<file path="src/common/emrm_pkg.sv">
// constants and carrier types for the energy meter register map
`default_nettype none
package emrm_pkg;
   // byte offsets, multi-byte registers little endian from the base
   localparam logic [8:0] OFF_VERSION    = 9'h000;
   localparam logic [8:0] OFF_STATUS     = 9'h001;
   localparam logic [8:0] OFF_CONTROL    = 9'h002;
   localparam logic [8:0] OFF_I_RAW      = 9'h003;
   localparam logic [8:0] OFF_I_CAL      = 9'h005;
   localparam logic [8:0] OFF_V_RAW      = 9'h007;
   localparam logic [8:0] OFF_V_CAL      = 9'h009;
   localparam logic [8:0] OFF_FREQ       = 9'h00B;
   localparam logic [8:0] OFF_P_ACT      = 9'h00D;
   localparam logic [8:0] OFF_P_REACT    = 9'h011;
   localparam logic [8:0] OFF_P_APP      = 9'h015;
   localparam logic [8:0] OFF_PF         = 9'h019;
   localparam logic [8:0] OFF_USE_PHASE  = 9'h01B;
   localparam logic [8:0] OFF_USE_IGAIN  = 9'h01C;
   localparam logic [8:0] OFF_USE_PGAIN  = 9'h01E;
   localparam logic [8:0] OFF_USE_QGAIN  = 9'h020;
   localparam logic [8:0] OFF_USE_PNUM   = 9'h022;
   localparam logic [8:0] OFF_USE_PSHIFT = 9'h024;
   localparam logic [8:0] OFF_USE_QNUM   = 9'h025;
   localparam logic [8:0] OFF_USE_QSHIFT = 9'h027;
   localparam logic [8:0] OFF_PHASE_LO   = 9'h028;
   localparam logic [8:0] OFF_PHASE_HI   = 9'h029;
   localparam logic [8:0] OFF_VGAIN      = 9'h02A;
   localparam logic [8:0] OFF_IGAIN_LO   = 9'h02C;
   localparam logic [8:0] OFF_IGAIN_HI   = 9'h02E;
   localparam logic [8:0] OFF_PGAIN_LO   = 9'h030;
   localparam logic [8:0] OFF_PGAIN_HI   = 9'h032;
   localparam logic [8:0] OFF_PNUM_LO    = 9'h034;
   localparam logic [8:0] OFF_PNUM_HI    = 9'h036;
   localparam logic [8:0] OFF_PSHIFT_LO  = 9'h038;
   localparam logic [8:0] OFF_PSHIFT_HI  = 9'h039;
   localparam logic [8:0] OFF_QGAIN_LO   = 9'h03A;
   localparam logic [8:0] OFF_QGAIN_HI   = 9'h03C;
   localparam logic [8:0] OFF_QNUM_LO    = 9'h03E;
   localparam logic [8:0] OFF_QNUM_HI    = 9'h040;
   localparam logic [8:0] OFF_QSHIFT_LO  = 9'h042;
   localparam logic [8:0] OFF_QSHIFT_HI  = 9'h043;
   localparam logic [8:0] OFF_METER_K    = 9'h044;
   localparam logic [8:0] OFF_PULSE_MS   = 9'h046;
   localparam logic [8:0] OFF_IDLE_THR   = 9'h047;
   localparam logic [8:0] OFF_AVG_EXP    = 9'h048;
   localparam logic [8:0] OFF_E_ACT      = 9'h100;
   localparam logic [8:0] OFF_E_REACT    = 9'h104;
   // control and status field positions
   localparam int BIT_REGION    = 0;
   localparam int BIT_CAL_MODE  = 0;
   localparam int BIT_FORCE     = 2;
   localparam int BIT_SEL_LOW   = 3;
   localparam int BIT_FIRST_CYC = 4;
   localparam logic [7:0] CTRL_WR_MASK = 8'h0D;
   localparam logic [7:0] RESET_BYTE   = 8'h00;
   // hysteresis in calibrated current codes: 5.000 A up, 0.400 A down
   localparam logic [15:0] UP_THRESHOLD   = 16'h1388;
   localparam logic [15:0] DOWN_THRESHOLD = 16'h0190;
   // pulse timing at the 40 ns clock
   localparam int CLOCK_PERIOD_NS = 40;
   localparam int MS_NS           = 1000000;
   localparam int CYCLES_PER_MS   = MS_NS / CLOCK_PERIOD_NS;
   // results delivered by the calculation engine
   typedef struct packed {
      logic [15:0] i_raw;
      logic [15:0] i_cal;
      logic [15:0] v_raw;
      logic [15:0] v_cal;
      logic [15:0] freq;
      logic [31:0] p_act;
      logic [31:0] p_react;
      logic [31:0] p_app;
      logic [15:0] pf;
   } emrm_meas_t;
   // calibration copy that the engine works with
   typedef struct packed {
      logic [7:0]  phase;
      logic [15:0] i_gain;
      logic [15:0] p_gain;
      logic [15:0] q_gain;
      logic [15:0] p_num;
      logic [7:0]  p_shift;
      logic [15:0] q_num;
      logic [7:0]  q_shift;
   } emrm_in_use_t;
   // energy increments from the engine
   typedef struct packed {
      logic        p_valid;
      logic [31:0] p_inc;
      logic        q_valid;
      logic [31:0] q_inc;
   } emrm_energy_t;
endpackage : emrm_pkg
`default_nettype wire

</file>
<file path="src/core/emrm_core.sv">
// register map and region control of the energy meter engine
// Functional notes
// - status bit 0 shows current region, one is high region
// - unimplemented status and control bits read zero
// - control bit 0 set by host enables auto-calibration; the core only uses it to gate control bit 4
// - control bit 2 forces region from selection bit, else automatic
// - control bit 3 one means low region, zero high
// - read-only control bit 4 high for first line cycle after change; set only while control bit 0 is one
// - energy accumulation off while calibrated current below threshold
// - computation averaged over two to the n line cycles; the core caps n at the counter width
// - calibration pulse width in milliseconds from duration register
// - meter constant held in a 16-bit read/write register
// - read-only version identifier holds fixed value
// - raw and calibrated current rms, 16-bit read-only
// - raw and calibrated voltage rms, 16-bit read-only
// - separate writable phase delays for low and high regions
// - 32-bit active and reactive energy counters, read/write
// - in-use copies loaded from low or high set by region
// - automatic region switch with hysteresis between 0.4 and 5 A
`timescale 1ns/10ps
`default_nettype none
module emrm_core #(
   parameter logic [7:0] VERSION_VALUE = 8'hA5, // arbitrary value
   parameter int         MS_CYCLES     = emrm_pkg::CYCLES_PER_MS,
   parameter int         AVG_WIDTH     = 16
) (
   input  wire logic                   clock,
   input  wire logic                   rst_b,
   input  wire logic [8:0]             reg_addr,
   input  wire logic [7:0]             reg_wdata,
   input  wire logic                   reg_wr,
   input  wire logic                   reg_rd,
   output logic [7:0]                  reg_rdata,
   output logic                        reg_rvalid,
   input  wire emrm_pkg::emrm_meas_t   meas,
   input  wire emrm_pkg::emrm_energy_t energy_in,
   input  wire logic                   line_cycle_tick,
   input  wire logic                   pulse_request,
   output emrm_pkg::emrm_in_use_t      in_use,
   output logic [15:0]                 voltage_gain,
   output logic [15:0]                 pulses_per_kwh,
   output logic                        region_high,
   output logic                        accumulate_enable,
   output logic                        averaging_done,
   output logic                        calibration_pulse_output
);
   import emrm_pkg::*;

   // address helpers: in_rng serves the read and write decoders, pick only the read decoder
   function automatic logic in_rng(input logic [8:0] a,
                                   input logic [8:0] base,
                                   input logic [8:0] n);
      in_rng = (a >= base) && (a < base + n);
   endfunction : in_rng

   function automatic logic [7:0] pick(input logic [8:0]  a,
                                       input logic [8:0]  base,
                                       input logic [31:0] v);
      logic [8:0] off;
      off  = a - base;
      pick = 8'(v >> {off[1:0], 3'b000});
   endfunction : pick

   logic [7:0]   cal_mem [OFF_PHASE_LO:OFF_AVG_EXP];
   logic [7:0]   control;
   logic [31:0]  e_act;
   logic [31:0]  e_react;
   logic [31:0]  next_e_act;
   logic [31:0]  next_e_react;
   logic         first_cycle_after_band_change;
   logic         next_region;
   logic [7:0]   next_rdata;
   logic [AVG_WIDTH-1:0] avg_cnt;
   logic [7:0]   ms_left;
   logic [31:0]  ms_cyc;
   emrm_in_use_t next_in_use;

   wire logic       wr_cal   = reg_wr && in_rng(reg_addr, OFF_PHASE_LO,
                                  OFF_AVG_EXP - OFF_PHASE_LO + 9'h001);
   wire logic       wr_ctrl  = reg_wr && (reg_addr == OFF_CONTROL);
   wire logic       cal_mode = control[BIT_CAL_MODE];
   wire logic       force_rg = control[BIT_FORCE];
   wire logic       sel_low  = control[BIT_SEL_LOW];
   wire logic [7:0] pulse_ms = cal_mem[OFF_PULSE_MS];
   wire logic [7:0] idle_thr = cal_mem[OFF_IDLE_THR];
   wire logic [7:0] avg_exp  = cal_mem[OFF_AVG_EXP];
   wire logic [7:0] status   = {7'h00, region_high};
   wire logic [7:0] ctrl_rd  = {3'h0, first_cycle_after_band_change,
                                control[3:2], 1'b0, control[0]};

   // calibration bytes, both region copies stored side by side
   always_ff @(posedge clock or negedge rst_b) begin
      if (!rst_b) begin
         for (int i = OFF_PHASE_LO; i <= OFF_AVG_EXP; i++) begin
            cal_mem[i] <= RESET_BYTE;
         end
      end else if (wr_cal) begin
         cal_mem[reg_addr] <= reg_wdata;
      end
   end

   // only the documented writable control bits are stored
   always_ff @(posedge clock or negedge rst_b) begin
      if (!rst_b) begin
         control <= RESET_BYTE;
      end else if (wr_ctrl) begin
         control <= reg_wdata & CTRL_WR_MASK;
      end
   end

   // region choice: selection bit inverts polarity against status
   always_comb begin
      next_region = region_high;
      if (force_rg) begin
         next_region = !sel_low;
      end else if (!region_high && meas.i_cal >= UP_THRESHOLD) begin
         next_region = 1'b1;
      end else if (region_high && meas.i_cal < DOWN_THRESHOLD) begin
         next_region = 1'b0;
      end
   end

   // region and the first-cycle flag move only on line cycle ticks
   // so the engine never sees a gain swap in mid cycle
   always_ff @(posedge clock or negedge rst_b) begin
      if (!rst_b) begin
         region_high                   <= 1'b0;
         first_cycle_after_band_change <= 1'b0;
      end else if (line_cycle_tick) begin
         region_high                   <= next_region;
         first_cycle_after_band_change <= cal_mode &&
                                          (next_region != region_high);
      end
   end

   // in-use copies follow the region one clock later
   assign next_in_use.phase   = region_high ? cal_mem[OFF_PHASE_HI]
                                            : cal_mem[OFF_PHASE_LO];
   assign next_in_use.i_gain  = region_high
      ? {cal_mem[OFF_IGAIN_HI + 9'h001], cal_mem[OFF_IGAIN_HI]}
      : {cal_mem[OFF_IGAIN_LO + 9'h001], cal_mem[OFF_IGAIN_LO]};
   assign next_in_use.p_gain  = region_high
      ? {cal_mem[OFF_PGAIN_HI + 9'h001], cal_mem[OFF_PGAIN_HI]}
      : {cal_mem[OFF_PGAIN_LO + 9'h001], cal_mem[OFF_PGAIN_LO]};
   assign next_in_use.q_gain  = region_high
      ? {cal_mem[OFF_QGAIN_HI + 9'h001], cal_mem[OFF_QGAIN_HI]}
      : {cal_mem[OFF_QGAIN_LO + 9'h001], cal_mem[OFF_QGAIN_LO]};
   assign next_in_use.p_num   = region_high
      ? {cal_mem[OFF_PNUM_HI + 9'h001], cal_mem[OFF_PNUM_HI]}
      : {cal_mem[OFF_PNUM_LO + 9'h001], cal_mem[OFF_PNUM_LO]};
   assign next_in_use.p_shift = region_high ? cal_mem[OFF_PSHIFT_HI]
                                            : cal_mem[OFF_PSHIFT_LO];
   assign next_in_use.q_num   = region_high
      ? {cal_mem[OFF_QNUM_HI + 9'h001], cal_mem[OFF_QNUM_HI]}
      : {cal_mem[OFF_QNUM_LO + 9'h001], cal_mem[OFF_QNUM_LO]};
   assign next_in_use.q_shift = region_high ? cal_mem[OFF_QSHIFT_HI]
                                            : cal_mem[OFF_QSHIFT_LO];

   always_ff @(posedge clock or negedge rst_b) begin
      if (!rst_b) begin
         in_use <= '0;
      end else begin
         in_use <= next_in_use;
      end
   end

   assign voltage_gain   = {cal_mem[OFF_VGAIN + 9'h001],
                            cal_mem[OFF_VGAIN]};
   assign pulses_per_kwh = {cal_mem[OFF_METER_K + 9'h001],
                            cal_mem[OFF_METER_K]};

   // no-load gate: increments below threshold are dropped
   assign accumulate_enable = meas.i_cal >= {8'h00, idle_thr};

   // energy counters; a host byte write beats an increment
   always_comb begin
      next_e_act   = e_act;
      next_e_react = e_react;
      if (accumulate_enable && energy_in.p_valid) begin
         next_e_act = e_act + energy_in.p_inc;
      end
      if (accumulate_enable && energy_in.q_valid) begin
         next_e_react = e_react + energy_in.q_inc;
      end
      for (int b = 0; b < 4; b++) begin
         if (reg_wr && reg_addr == OFF_E_ACT + 9'(b)) begin
            next_e_act[8*b +: 8] = reg_wdata;
         end
         if (reg_wr && reg_addr == OFF_E_REACT + 9'(b)) begin
            next_e_react[8*b +: 8] = reg_wdata;
         end
      end
   end

   always_ff @(posedge clock or negedge rst_b) begin
      if (!rst_b) begin
         e_act   <= '0;
         e_react <= '0;
      end else begin
         e_act   <= next_e_act;
         e_react <= next_e_react;
      end
   end

   // averaging window of 2^n line cycles; n capped at counter width
   wire logic [AVG_WIDTH-1:0] avg_mask =
      (avg_exp >= 8'(AVG_WIDTH)) ? '1
      : ((AVG_WIDTH'(1) << avg_exp) - AVG_WIDTH'(1));
   always_ff @(posedge clock or negedge rst_b) begin
      if (!rst_b) begin
         avg_cnt        <= '0;
         averaging_done <= 1'b0;
      end else begin
         averaging_done <= line_cycle_tick && (avg_cnt >= avg_mask);
         if (line_cycle_tick) begin
            avg_cnt <= (avg_cnt >= avg_mask) ? '0
                       : avg_cnt + AVG_WIDTH'(1);
         end
      end
   end

   // calibration pulse; requests during a pulse are merged into it
   always_ff @(posedge clock or negedge rst_b) begin
      if (!rst_b) begin
         ms_left                  <= '0;
         ms_cyc                   <= '0;
         calibration_pulse_output <= 1'b0;
      end else begin
         if (ms_left == 8'h00) begin
            calibration_pulse_output <= pulse_request &&
                                        (pulse_ms != 8'h00);
            if (pulse_request) begin
               ms_left <= pulse_ms;
               ms_cyc  <= '0;
            end
         end else if (ms_cyc == 32'(MS_CYCLES - 1)) begin
            ms_cyc  <= '0;
            ms_left <= ms_left - 8'h01;
            calibration_pulse_output <= (ms_left != 8'h01);
         end else begin
            ms_cyc <= ms_cyc + 32'h1;
         end
      end
   end

   // read decoder, byte within a field picked by offset from its base
   always_comb begin
      next_rdata = 8'h00;
      case (1'b1)
         reg_addr == OFF_VERSION:  next_rdata = VERSION_VALUE;
         reg_addr == OFF_STATUS:   next_rdata = status;
         reg_addr == OFF_CONTROL:  next_rdata = ctrl_rd;
         in_rng(reg_addr, OFF_I_RAW, 9'h2):
            next_rdata = pick(reg_addr, OFF_I_RAW, 32'(meas.i_raw));
         in_rng(reg_addr, OFF_I_CAL, 9'h2):
            next_rdata = pick(reg_addr, OFF_I_CAL, 32'(meas.i_cal));
         in_rng(reg_addr, OFF_V_RAW, 9'h2):
            next_rdata = pick(reg_addr, OFF_V_RAW, 32'(meas.v_raw));
         in_rng(reg_addr, OFF_V_CAL, 9'h2):
            next_rdata = pick(reg_addr, OFF_V_CAL, 32'(meas.v_cal));
         in_rng(reg_addr, OFF_FREQ, 9'h2):
            next_rdata = pick(reg_addr, OFF_FREQ, 32'(meas.freq));
         in_rng(reg_addr, OFF_P_ACT, 9'h4):
            next_rdata = pick(reg_addr, OFF_P_ACT, meas.p_act);
         in_rng(reg_addr, OFF_P_REACT, 9'h4):
            next_rdata = pick(reg_addr, OFF_P_REACT, meas.p_react);
         in_rng(reg_addr, OFF_P_APP, 9'h4):
            next_rdata = pick(reg_addr, OFF_P_APP, meas.p_app);
         in_rng(reg_addr, OFF_PF, 9'h2):
            next_rdata = pick(reg_addr, OFF_PF, 32'(meas.pf));
         reg_addr == OFF_USE_PHASE: next_rdata = in_use.phase;
         in_rng(reg_addr, OFF_USE_IGAIN, 9'h2):
            next_rdata = pick(reg_addr, OFF_USE_IGAIN, 32'(in_use.i_gain));
         in_rng(reg_addr, OFF_USE_PGAIN, 9'h2):
            next_rdata = pick(reg_addr, OFF_USE_PGAIN, 32'(in_use.p_gain));
         in_rng(reg_addr, OFF_USE_QGAIN, 9'h2):
            next_rdata = pick(reg_addr, OFF_USE_QGAIN, 32'(in_use.q_gain));
         in_rng(reg_addr, OFF_USE_PNUM, 9'h2):
            next_rdata = pick(reg_addr, OFF_USE_PNUM, 32'(in_use.p_num));
         reg_addr == OFF_USE_PSHIFT: next_rdata = in_use.p_shift;
         in_rng(reg_addr, OFF_USE_QNUM, 9'h2):
            next_rdata = pick(reg_addr, OFF_USE_QNUM, 32'(in_use.q_num));
         reg_addr == OFF_USE_QSHIFT: next_rdata = in_use.q_shift;
         in_rng(reg_addr, OFF_PHASE_LO,
                OFF_AVG_EXP - OFF_PHASE_LO + 9'h001):
            next_rdata = cal_mem[reg_addr];
         in_rng(reg_addr, OFF_E_ACT, 9'h4):
            next_rdata = pick(reg_addr, OFF_E_ACT, e_act);
         in_rng(reg_addr, OFF_E_REACT, 9'h4):
            next_rdata = pick(reg_addr, OFF_E_REACT, e_react);
         default: next_rdata = 8'h00;
      endcase
   end

   // read answer one clock after the strobe; unmapped reads give zero
   always_ff @(posedge clock or negedge rst_b) begin
      if (!rst_b) begin
         reg_rdata  <= 8'h00;
         reg_rvalid <= 1'b0;
      end else begin
         reg_rvalid <= reg_rd;
         if (reg_rd) begin
            reg_rdata <= next_rdata;
         end
      end
   end
endmodule : emrm_core
`default_nettype wire

</file>
<file path="config.mk">
export PLATFORM = sky130hd
export DESIGN_NAME = emrm_core
export DESIGN_NICKNAME = d
export VERILOG_FILES = /design/src/common/emrm_pkg.sv /design/src/core/emrm_core.sv
export SDC_FILE = /design/constraint.sdc
export NUM_CORES = 1
export LEC_CHECK = 0
export BUFFER_PORTS_ARGS = -buffer_cell sky130_fd_sc_hd__buf_2
export CORE_MARGIN = 2
export CORE_UTILIZATION = 50
export DETAILED_ROUTE_END_ITERATION = 8
export PLACE_DENSITY = 0.77
export SKIP_CTS_REPAIR_TIMING = 1
export SLEW_MARGIN = 25
export SYNTH_ARGS = -nofsm -noshare
export SYNTH_HDL_FRONTEND = slang
export SYNTH_SLANG_ARGS = --single-unit
</file>
<file path="constraint.sdc">
create_clock -name clock -period 11.25 [get_ports clock]
set_input_delay 0.5625 -clock clock [delete_from_list [all_inputs] [get_ports clock]]
set_output_delay 0.5625 -clock clock [all_outputs]
set_load 0.05 [all_outputs]
</file>
==> results.md <==
* Cell Area, Synth at 30800 um^2
* Clock power frac at 33.0%
* Maximum fanout along the worst path at 13
* Max-cap violations at 0
* Mapped Avg Cell Area at 10.3 um^2
* EDFF count, synth at 0
* Unique masters post-synth at 96
* Net Sw Power at 1.92 mW
* Cells on worst reg2reg path at 15
* CTS tree: done
* Setup WS post-layout at 6.41 ns
* Commonest non-fill, non-tap cell in the layout: dfrtp_1
* Status: finished, violations left
* Failing checks: negative hold slack
* Initial antenna violation count at 6
* Crit path kind: register to register
* Final Power at 5.69 mW
* Setup crit start kind: register
* Syn. warnings at 0
* Vias in the first global route at 25700
* HP Class: input pin to async pin
* I/O Buffers at 429
* CTS root buffer: clkbuf_16
* Cell internal pwr at 3.77 mW
* Relative slew slack at 22.8%
* Global route total overflow at 0
* Sequential group share of total power at 37.2%
* Fin. max-slew vios at 0
* Routed vias at 26800
* FFs w/ async S/R, synth at 100%
* Routed Antenna Nets at 0
* DRT Pass-1 Iters at 8
* Die ar. at 63700 um^2
* DP Worst Slack at 6.34 ns
* Worst-path clk slew at 0.07 ns
* Yosys reg bits at 504
* VDD IR max at 0.0945 mV
* Number of buffers created by CTS at 52
* Mapped Cells at 2980
* Die W at 252 um
* Primary FF master, synth: dfrtp_1
* Setup violators final at 0
* Final GP Congestion at 0.998
* CP endpoint kind: register
* Site Rows at 91
* Worst Setup SP: avg_exp[6]$_DFFE_PN0P_
* CTS max path bufs at 3
* Worst R2R Start: avg_exp[6]$_DFFE_PN0P_
* Wirelength, routed at 110000 um
* Sink Count at 504
* Die Height at 252 um
* Sequential-to-total area share from yosys stat at 40.9%
* Largest net degree at the start of global routing at 181
* Final Cycle Share at 43.0%
* Flop2flop setup slack at 6.41 ns
* Syn_nets at 3358
* Fmax achieved at 207 MHz
* Net Sw Frac at 33.7%
* Final worst path period need at 4.84 ns
* H-tree Lvls at 2
* First-pass GRT wire length at 163000 um
* Core Area at 61400 um^2
* Leakage at 16.9 nW
* Comb pwr share at 29.8%
* R2r endpoint: avg_cnt[11]$_DFFE_PN0P_
* Later-pin clock latency in the skew report at 0.64 ns
* Layout cells sized above 1 at 32.5%
* IO Count at 430
* Final Skew at 0.0339 ns
* Post-route DRC violation count at 0
* Final Hold Fails at 4
* Fin nets at 3650
* Area grow syn2layout at 13.7%
* Initial Util at 50.2%
* Worst path required time at 11.80 ns
* RSZ-0062 raised after global routing: no
* Crit path DAT at 5.39 ns
* Initial drt markers at 3370
* WL/cell at 26.9 um
* Most frequent cells in the layout: 503 x dfrtp_1, 424 x buf_2, 416 x mux2_2
* GRT Total Usage at 33.9%
* Worst slew pin tran at 1.16 ns
* Pwr Density at 162 nW/um^2
* TNS Setup at 0 ns
* Via-per-instance ratio at 6.52
* Worst hold slack at -0.0244 ns
* Hpwl dp at 79700 um
## critical path, cell delays in order (launching register included)
cell and delay, ns:
dfrtp_1 0.39, or4_1 0.71, nor3_1 0.46, nand3b_1 0.14
ha_1 0.37, or2_2 0.36, o21ai_0 0.20, a211oi_1 0.11
ha_1 0.22, a211o_1 0.31, nor3_1 0.14, a21oi_1 0.11
a2111oi_1 0.63, nor3b_1 0.26, buf_4 0.24, nor2_1 0.10
## cell usage after synthesis, types with 33 or more instances
library cell,number,area share [%]
mux4_2,62,4.5
xnor2_1,33,0.94
inv_1,55,0.67
a21o_1,36,0.88
clkbuf_1,121,1.5
nand2_1,202,2.5
and3_1,39,0.79
a31oi_1,34,0.69
nor2_1,229,2.8
a221oi_1,44,1.2
buf_4,50,1.2
a21oi_1,193,3.1
dfrtp_1,504,41
mux2_2,416,15
nor3_1,49,0.80
mux2i_1,84,2.7
nand2b_1,33,0.67
o21ai_0,195,3.2
ha_1,95,3.9
nand3_1,62,1.0
## power groups by stage
stage	clock, mW	combinational, mW	sequential, mW
after floorplan	0	1.25	2.08
after global placement	0	1.64	2.14
after detailed placement	0	1.66	2.14
after CTS	1.88	1.68	2.11
after global routing	1.95	1.87	2.13
final	1.88	1.70	2.12
## through the flow
| stage | area [um^2] | util, % | cells |
|---|---|---|---|
| after floorplan | 30800 | - | 2980 |
| final | 35100 | 57.1 | 4108 |
| after detailed placement | 33200 | 54.1 | 4008 |
| after global routing | 35100 | 57.1 | 4106 |
| after global placement | 33200 | 54.1 | 4008 |
| after CTS | 35000 | 57.1 | 4105 |
## registers in the layout, indices dropped and copies added (netlist names)
| signal | cells |
|---|---|
| ms_left | 8 |
| in_use | 104 |
| ms_cyc | 32 |
| control | 3 |
| reg_rdata | 8 |
| e_act | 32 |
| idle_thr | 8 |
| cal_mem | 208 |
| e_react | 32 |
| region_high | 1 |
| voltage_gain | 16 |
| pulse_ms | 8 |
| avg_cnt | 16 |
| first_cycle_after_band_change | 1 |
| calibration_pulse_output | 1 |
| avg_exp | 8 |
| averaging_done | 1 |
| pulses_per_kwh | 16 |
| reg_rvalid | 1 |
## metal layers
layer / vias to the layer above / track usage, % / share of wire [%]
met4: 10 / 16.1 / 5.3
met3: 351 / 9.82 / 11
met1: 13200 / 44.9 / 39
li1: 11600 / - / -
met5: - / 0 / 0.054
met2: 1619 / 51.3 / 44
## cell families after synthesis
group / after synthesis / share of synthesized area [%]
and+or+nand+nor: 750 / 11.7
AOI/OAI and AO/OA: 738 / 15.3
muxes: 563 / 22.5
DFF: 504 / 40.9
buffers and inverters: 272 / 4.10
adders and majority gates: 97 / 3.98
xor gates and xnor gates: 56 / 1.59
## area by class of cell
type	count	area, um^2
Antenna cell	3	7.51
Clock buffer	68	1490
Clock inverter	29	364
Fill cell	5121	26300
Inverter	57	214
Multi-Input combinational cell	2204	17000
Sequential cell	504	12600
Tap cell	790	988
Timing Repair Buffer	453	2390
## worst max-delay path by stage
| stage | to | slack [ns] | cells past startpoint |
|---|---|---|---|
| 3_5_place_dp | avg_cnt[15]$_DFFE_PN0P_ | 6.34 | 15 |
| 3_3_place_gp | avg_cnt[13]$_DFFE_PN0P_ | 6.37 | 15 |
| 2_1_floorplan | avg_cnt[10]$_DFFE_PN0P_ | 7.00 | 16 |
| 4_1_cts | avg_cnt[11]$_DFFE_PN0P_ | 6.31 | 15 |
| 5_1_grt | avg_cnt[11]$_DFFE_PN0P_ | 5.97 | 15 |
| 6_report | avg_cnt[11]$_DFFE_PN0P_ | 6.41 | 15 |
No activity file was read; power rests on OpenSTA's default activity.
